==> src/shared/rfam_pkg.sv <==
// package: address map constants and carrier types for the register-file address map
package rfam_pkg;
    // ------------------------------------------------------------
    // widths
    // ------------------------------------------------------------
    localparam int PROG_AW = 12;
    localparam int REG_AW  = 8;
    // ------------------------------------------------------------
    // program memory map
    // ------------------------------------------------------------
    localparam logic [11:0] PROG_TOP        = 12'hFFF;
    localparam logic [11:0] VEC_TOP         = 12'h0FF;
    localparam logic [11:0] OPT_FIRST       = 12'h03C;
    localparam logic [11:0] OPT_LAST        = 12'h03F;
    localparam logic [11:0] OPT_CFG0        = 12'h03E;
    localparam logic [11:0] OPT_CFG1        = 12'h03F;
    localparam logic [11:0] RESET_ENTRY     = 12'h100;
    localparam logic [7:0]  OPT_ERASED      = 8'hFF;
    // ------------------------------------------------------------
    // register file map
    // ------------------------------------------------------------
    localparam logic [7:0] SET_BASE        = 8'hC0;
    localparam logic [7:0] SYS_BASE        = 8'hD0;
    localparam logic [7:0] CTRL_BASE       = 8'hE0;
    localparam logic [7:0] COMMON_LAST     = 8'hCF;
    localparam logic [7:0] PAGE_SEL_ADDR   = 8'hDF;
    localparam logic [7:0] FIRST_PTR_ADDR  = 8'hD6;
    localparam logic [7:0] SECOND_PTR_ADDR = 8'hD7;
    localparam logic [7:0] PAGE_SEL_RST    = 8'h00;
    localparam logic [7:0] FIRST_PTR_RST   = 8'hC0;
    localparam logic [7:0] SECOND_PTR_RST  = 8'hC8;
    localparam int         BANK_BIT        = 5;
    // ------------------------------------------------------------
    // apb register offsets (byte addresses)
    // ------------------------------------------------------------
    localparam logic [7:0] APB_CTRL    = 8'h00;
    localparam logic [7:0] APB_STATUS  = 8'h04;
    localparam logic [7:0] APB_PTRS    = 8'h08;
    localparam logic [7:0] APB_OPTIONS = 8'h0C;
    localparam logic [7:0] APB_BOOT    = 8'h10;
    localparam int         CTRL_BANK   = 0;
    // ------------------------------------------------------------
    // access types
    // ------------------------------------------------------------
    typedef enum logic [1:0] {MODE_REG, MODE_WORK, MODE_IND, MODE_IDX} rfam_mode_t;
    typedef enum logic [2:0] {SEL_NONE, SEL_PRIME, SEL_COMMON, SEL_SYS, SEL_CTRL0, SEL_CTRL1, SEL_SET2}
        rfam_sel_t;
    typedef struct packed {
        logic       valid;
        rfam_mode_t mode;
        logic [7:0] addr;
        logic       wr;
        logic [7:0] wdata;
    } rfam_req_t;
    typedef struct packed {
        rfam_sel_t  sel;
        logic [7:0] addr;
        logic [3:0] page;
        logic       hi_byte;
    } rfam_res_t;
endpackage

==> src/core/rfam_addr_map.sv <==
// module: program and register address decoding with pointer registers
//
// Design decision made here: the APB register port.
`timescale 1ns/1ps
// Summary of operation
// - program addresses are 12 bits; register bus carries 8-bit address and data
// - program memory decodes 000H through 0FFFH
// - 000H..0FFH vector area; 3CH..3FH are not ordinary program memory
// - after reset the fetch address is 0100H
// - start-up options read only from 003EH and 003FH
// - erased option value FFH enables low-voltage reset and internal RC
// - C0H..FFH is set 1, always reached by plain register mode
// - set 1 upper 32 bytes banked twice; lower 32 bytes unbanked
// - control at E0H..FFH, system at D0H..DFH, common area C0H..CFH
// - set 2 at C0H..FFH chosen only by indirect or indexed modes
// - 00H..BFH reachable by plain, indirect and indexed modes right after reset; working mode once a pointer is below C0H
// - page select at DFH holds source/destination nibbles, reset zero
// - no paging; every access resolves to page 0
// - reset sets slice pointers to C0H and C8H
// - slices are 8 bytes sharing five upper address bits
// - pointer-relative accesses never reach set 2
// - working address top bit picks pointer; pointer[7:3] joined with low three
// - slice pointers live at D6H and D7H, writable
// - register pair: even address holds high byte, odd holds low
module rfam_addr_map
    import rfam_pkg::*;
#(
    parameter int PAW = PROG_AW
) (
    // clock and reset
    input  wire logic             pclk,
    input  wire logic             presetn,
    // apb slave
    input  wire logic             psel,
    input  wire logic             penable,
    input  wire logic             pwrite,
    input  wire logic [7:0]       paddr,
    input  wire logic [31:0]      pwdata,
    output logic                  pready,
    output logic [31:0]           prdata,
    output logic                  pslverr,
    // cpu register request
    input  wire rfam_req_t        reg_req,
    output rfam_res_t             reg_res,
    output logic [7:0]            reg_rdata,
    // cpu program request
    input  wire logic             prog_valid,
    input  wire logic [PAW-1:0]   prog_addr,
    input  wire logic [7:0]       prog_rdata,
    output logic                  prog_hit,
    output logic                  prog_opt_cell,
    output logic [PAW-1:0]        fetch_addr,
    // start-up option cells
    input  wire logic [7:0]       opt_cell_a,
    input  wire logic [7:0]       opt_cell_b,
    output logic                  low_voltage_reset_detector_en,
    output logic                  internal_rc_sel
);
    if (PAW != 12) begin : g_paw_check
        $error("program address width must be 12");
    end

    // ------------------------------------------------------------
    // decode function
    // ------------------------------------------------------------
    function automatic rfam_sel_t decode_sel(input rfam_mode_t m, input logic [7:0] a, input logic bank);
        rfam_sel_t s;
        s = SEL_PRIME;
        if (a >= SET_BASE) begin
            if ((m == MODE_IND || m == MODE_IDX)) s = SEL_SET2;
            else if (a >= CTRL_BASE) s = bank ? SEL_CTRL1 : SEL_CTRL0;
            else if (a >= SYS_BASE) s = SEL_SYS;
            else s = SEL_COMMON;
        end
        return s;
    endfunction

    logic [7:0] first_slice_pointer_r;
    logic [7:0] second_slice_pointer_r;
    logic [7:0] page_select_pointer_r;
    logic [7:0] ctrl_r;
    logic [7:0] opt_a_r, opt_b_r;
    logic       boot_r;
    logic [7:0] eff_addr;
    rfam_sel_t  eff_sel;
    logic       reg_wr;

    // ------------------------------------------------------------
    // effective address
    // ------------------------------------------------------------
    always_comb begin
        eff_addr = reg_req.addr;
        if (reg_req.mode == MODE_WORK) begin
            eff_addr = reg_req.addr[3] ? {second_slice_pointer_r[7:3], reg_req.addr[2:0]}
                                       : {first_slice_pointer_r[7:3], reg_req.addr[2:0]};
        end
        eff_sel = decode_sel(reg_req.mode, eff_addr, ctrl_r[CTRL_BANK]);
    end

    assign reg_wr = reg_req.valid && reg_req.wr && (eff_sel == SEL_SYS);

    // ------------------------------------------------------------
    // cpu-facing result
    // ------------------------------------------------------------
    always_ff @(posedge pclk or negedge presetn) begin
        if (!presetn) begin
            reg_res   <= '0;
            reg_rdata <= 8'h00;
        end else begin
            reg_res.sel     <= reg_req.valid ? eff_sel : SEL_NONE;
            reg_res.addr    <= eff_addr;
            reg_res.page    <= 4'h0;
            reg_res.hi_byte <= ~eff_addr[0];
            case (eff_addr)
                FIRST_PTR_ADDR:  reg_rdata <= first_slice_pointer_r;
                SECOND_PTR_ADDR: reg_rdata <= second_slice_pointer_r;
                PAGE_SEL_ADDR:   reg_rdata <= page_select_pointer_r;
                default:         reg_rdata <= 8'h00;
            endcase
        end
    end

    // ------------------------------------------------------------
    // pointer registers
    // ------------------------------------------------------------
    always_ff @(posedge pclk or negedge presetn) begin
        if (!presetn) begin
            first_slice_pointer_r  <= FIRST_PTR_RST;
            second_slice_pointer_r <= SECOND_PTR_RST;
            page_select_pointer_r  <= PAGE_SEL_RST;
        end else if (reg_wr) begin
            if (eff_addr == FIRST_PTR_ADDR) first_slice_pointer_r <= reg_req.wdata;
            if (eff_addr == SECOND_PTR_ADDR) second_slice_pointer_r <= reg_req.wdata;
            if (eff_addr == PAGE_SEL_ADDR && !ctrl_r[CTRL_BANK])
                page_select_pointer_r <= reg_req.wdata;
        end
    end

    // ------------------------------------------------------------
    // program side
    // ------------------------------------------------------------
    always_ff @(posedge pclk or negedge presetn) begin
        if (!presetn) begin
            prog_hit      <= 1'b0;
            prog_opt_cell <= 1'b0;
            fetch_addr    <= '0;
            boot_r        <= 1'b1;
        end else begin
            boot_r        <= 1'b0;
            if (boot_r) fetch_addr <= RESET_ENTRY;
            else if (prog_valid) fetch_addr <= prog_addr;
            prog_hit      <= prog_valid && (prog_addr <= PROG_TOP);
            prog_opt_cell <= prog_valid && prog_addr >= OPT_FIRST && prog_addr <= OPT_LAST;
        end
    end

    // option cells taken after reset release only
    always_ff @(posedge pclk or negedge presetn) begin
        if (!presetn) begin
            opt_a_r                        <= OPT_ERASED;
            opt_b_r                        <= OPT_ERASED;
            low_voltage_reset_detector_en  <= 1'b1;
            internal_rc_sel                <= 1'b1;
        end else begin
            if (boot_r) begin
                opt_a_r <= opt_cell_a;
                opt_b_r <= opt_cell_b;
            end
            low_voltage_reset_detector_en <= (opt_a_r == OPT_ERASED);
            internal_rc_sel               <= (opt_b_r == OPT_ERASED);
        end
    end

    // ------------------------------------------------------------
    // apb slave, zero wait states
    // ------------------------------------------------------------
    always_ff @(posedge pclk or negedge presetn) begin
        if (!presetn) begin
            ctrl_r  <= 8'h00;
            pready  <= 1'b0;
            prdata  <= 32'h0000_0000;
            pslverr <= 1'b0;
        end else begin
            pready  <= psel && !penable;
            pslverr <= 1'b0;
            if (psel && !penable) begin
                prdata <= 32'h0000_0000;
                case (paddr)
                    APB_CTRL:    prdata <= {24'h00_0000, ctrl_r};
                    APB_STATUS:  prdata <= {20'h0_0000, 1'b0, reg_res.sel, page_select_pointer_r};
                    APB_PTRS:    prdata <= {16'h0000, second_slice_pointer_r, first_slice_pointer_r};
                    APB_OPTIONS: prdata <= {16'h0000, opt_b_r, opt_a_r};
                    APB_BOOT:    prdata <= {20'h0_0000, fetch_addr};
                    default:     pslverr <= 1'b1;
                endcase
            end
            // write lands only at the completing access edge
            if (psel && penable && pready && pwrite && paddr == APB_CTRL) ctrl_r <= pwdata[7:0];
        end
    end
endmodule // rfam_addr_map

==> config.mk <==
export PLATFORM = sky130hd
export DESIGN_NAME = rfam_addr_map
export DESIGN_NICKNAME = d
export VERILOG_FILES = /design/src/shared/rfam_pkg.sv /design/src/core/rfam_addr_map.sv
export SDC_FILE = /design/constraint.sdc
export NUM_CORES = 1
export LEC_CHECK = 0
export BUFFER_PORTS_ARGS = -buffer_cell sky130_fd_sc_hd__buf_2
export CAP_MARGIN = 10
export CORE_MARGIN = 5
export CORE_UTILIZATION = 45
export DETAILED_ROUTE_END_ITERATION = 6
export PLACE_DENSITY = 0.8
export REMOVE_ABC_BUFFERS = 1
export SETUP_SLACK_MARGIN = 0.2
export SLEW_MARGIN = 5
export SYNTH_ARGS = -nofsm -noshare
export SYNTH_HDL_FRONTEND = slang
export SYNTH_SLANG_ARGS = --single-unit
export TNS_END_PERCENT = 30
==> constraint.sdc <==
create_clock -name pclk -period 3.1 [get_ports pclk]
set_input_delay 0.465 -clock pclk [delete_from_list [all_inputs] [get_ports pclk]]
set_output_delay 0.465 -clock pclk [all_outputs]
set_load 0.005 [all_outputs]
==> results.md <==
• completed — outcome
• 18.6 µm — average wire length per cell after detail routing
• 0.166 ns — worst hold slack after final layout
• 24.7% — Net Sw Frac
• 166 — number of design-rule violations left by the first detailed-router iteration
• 3 — H-tree level count
• 5750 µm² — final design instance area without fill
• 13000 µm² — Die Footprint
• 38 — Std-Cell Rows
• 55 — pin count of the biggest net entering global routing
• 1.97 mW — internal power
• 0.36 ns — Worst-Skew Late Latency
• sky130_fd_sc_hd__dfrtp_1 — area leader, netlist
• 0 — count of unresolved DRC violations after routing
• 79.9% — ratio of final minimum period to clock period
• 123 — Port Buffer Count
• 2.76 nW — Leakage Power
• sky130_fd_sc_hd__dfrtp_1 — most used flip-flop cell after synthesis
• 12.5 µm² — synthesized area divided by synthesized cell count
• 12100 µm — post-detailed-routing wire length
• 0 — reported max-cap violation count
• 43 — number of distinct library cells after synthesis
• 103 — flop and latch count out of synthesis
• input pin to asynchronous set/reset pin — class of the tightest hold or removal check
• 455 nW/µm² — pwr/cell area
• 0 — initial antenna violation count
• sky130_fd_sc_hd__dfrtp_1 41%, sky130_fd_sc_hd__mux2_2 14%, sky130_fd_sc_hd__dfstp_2 13% — cell types with the largest area share after synthesis
• 389 — Mapped Cells
• 45.5% — starting density of the core
• 52.1% — Max-Slew Margin vs Limit
• 0.718 ns — worst slew pin tran
• 2 — number of buffers on the longest clock path
• yes — clock tree from TritonCTS
• 9 — number of buffers added by the clock tree synthesis step
• 0 — post-cts hold buffer count
• 635 — placed cells
• 0 — max-slew violation total from the final report
• 0 — GRT overflow
• 0.646 mW — switching power summed over all nets
• 0 — number of enable-type register cells in the synthesized netlist
• input pin to flip-flop — type of the worst setup path
• input pin — kind of start point of the critical path
• 55.9% — fraction of power consumed by sequential logic
• 0.000236 V — Max VDD drop
• 2.72 ns — arrival time of the worst setup path
• 5.35 — Vias per Instance
• 40.6% — portion of synthesized cell area occupied by the leading cell type
• no — unrepaired setup endpoints after global routing
• 100% — async set-or-reset flop fraction in the synthesized netlist
• 114 µm — Die X
• sky130_fd_sc_hd__clkbuf_8 — clock root buffer
• 19300 µm — wire length of the first global-routing pass
• 652 — number of standard cells in the layout, taps in and fillers out
• 0.404 GHz — Peak Freq
• 18.1% — area growth from synthesis to layout
• 0 — Final Hold Violating Endpoints
• 9190 µm — post-detail-place hpwl
• 4870 µm² — Syn Std Cell Area
• 114 µm — chip height
• 0 — remaining antenna violation count
• 103 — total number of clock tree sinks
• 53.6% — sequential area share after synthesis
• flip-flop — Critical Path End Type
• 0 — total of cells resized after clock tree synthesis
• 176 — number of top-level pins
• 11 — worst-path maximum fanout
• 0 — post-CTS setup buffer count
• 608 — layout net count
• 0.10 ns — clock transition at the registers of the reported paths
• 2.48 ns — crit path time final
• 3489 — Vias
• 10700 µm² — Floorplan Core Area
• 0 — count of endpoints failing setup in the final report
• 48.7% — share of post-route cells with drive strength above 1
• 4 — count of TritonRoute iterations in the first routing pass
• 0.852 — Placer Congestion
• 5540 µm² — Placed Area
• 10.8% — fraction of power consumed by combinational cells
• 0 — Synth warnings
• 53.8% — core utilization of the finished layout
• 3665 — vias in the first global route
• 33.3% — Clk network pwr share
• 18.9% — gr usage total
• 0 ns — setup tns final
• 0.0163 ns — maximum clock skew at final layout
• 3.34 ns — data required time of the worst path
-- area by class of cell --
type / count / area, µm²
Antenna cell: 1 / 2.50
Clock buffer: 11 / 151
Clock inverter: 5 / 56.3
Fill cell: 922 / 4950
Inverter: 5 / 18.8
Multi-Input combinational cell: 258 / 2060
Sequential cell: 103 / 2610
Tap cell: 140 / 175
Timing Repair Buffer: 129 / 676
-- synth_stat cells, drive strengths merged, types with 4 or more instances --
cell / count
and2: 4
nand3: 5
o21a: 8
nor2: 17
nor2b: 12
nand4: 6
nor3b: 5
inv: 4
a21oi: 6
dfstp: 24
mux2: 71
buf: 29
mux2i: 20
nand2: 19
clkbuf: 14
a22oi: 20
o21ai: 14
o221ai: 8
a2bb2oi: 5
dfrtp: 79
-- power groups by stage --
stage / combinational, mW / clock (mW) / sequential [mW]
after floorplan: 0.121 / 0 / 1.48
after global placement: 0.275 / 0 / 1.49
after detailed placement: 0.285 / 0 / 1.49
after CTS: 0.286 / 0.882 / 1.46
after global routing: 0.313 / 0.938 / 1.47
final: 0.282 / 0.870 / 1.46
-- critical path, cell delays in order --
cell and delay, ns:
sky130_fd_sc_hd__buf_2 0.12, sky130_fd_sc_hd__nor2b_1 0.53, sky130_fd_sc_hd__mux2_2 0.32, sky130_fd_sc_hd__and4_4 0.31
sky130_fd_sc_hd__nor4b_4 0.56, sky130_fd_sc_hd__mux2_2 0.40
-- cell families after synthesis --
group | synth area share, %
DFF | 53.6
muxes | 21.6
and+or+nand+nor | 9.79
AOI/OAI and AO/OA | 9.15
buffers and inverters | 5.84
other | 0.0770
-- layout by cell type, fill, tap and decap left out, drive strengths merged, types with 4 or more instances in the layout --
| master | count |
|---|---|
| and2 | 4 |
| clkbuf | 11 |
| nor2b | 12 |
| a2bb2oi | 5 |
| buf | 129 |
| nand4 | 6 |
| clkinv | 4 |
| mux2 | 71 |
| a21oi | 6 |
| nor3b | 5 |
| dfstp | 24 |
| conb | 21 |
| inv | 4 |
| a22oi | 20 |
| nor2 | 17 |
| o221ai | 8 |
| nand3 | 5 |
| o21a | 8 |
| mux2i | 20 |
| o21ai | 14 |
| dfrtp | 79 |
| nand2 | 19 |
-- sequential cells by signal, summed over array words and instances, names as in the netlist, 8 cells and up --
register,count
ctrl_r,8
fetch_addr,12
first_slice_pointer_r,8
opt_a_r,8
opt_b_r,8
page_select_pointer_r,8
prdata,16
reg_rdata,8
reg_res,12
second_slice_pointer_r,8
-- worst paths after layout --
check / startpoint / endpoint / slack [ns] / cells after the start
worst max-delay path: reg_req[18] / second_slice_pointer_r[1] / 0.62 / 6
worst min-delay path: presetn / reg_res[8] / 0.17 / 1
worst max register to register: first_slice_pointer_r[5] / second_slice_pointer_r[1] / 0.70 / 5
worst min register to register: opt_a_r[6] / low_voltage_reset_detector_en / 0.48 / 2
max in group asynchronous: presetn / opt_b_r[4] / 2.14 / 2
min in group pclk: reg_req[11] / reg_res[7] / 0.23 / 1
-- through the flow --
| stage | setup slack (ns) | power (mW) |
|---|---|---|
| floorplan | 0.548 | 1.60 |
| global placement | 0.362 | 1.76 |
| detailed placement | 0.240 | 1.77 |
| CTS | 0.627 | 2.63 |
| global route | 0.524 | 2.72 |
| finish | 0.624 | 2.61 |
-- per-layer routing --
layer / GRT usage, % / vias up / part of all wire (%)
met3: 4.19 / 23 / 6.0
met1: 24.9 / 1753 / 43
met2: 31.8 / 124 / 50
met4: 4.67 / 0 / 1.5
met5: 0 / - / 0
li1: - / 1589 / -
No activity file was read; power rests on OpenSTA's default activity.
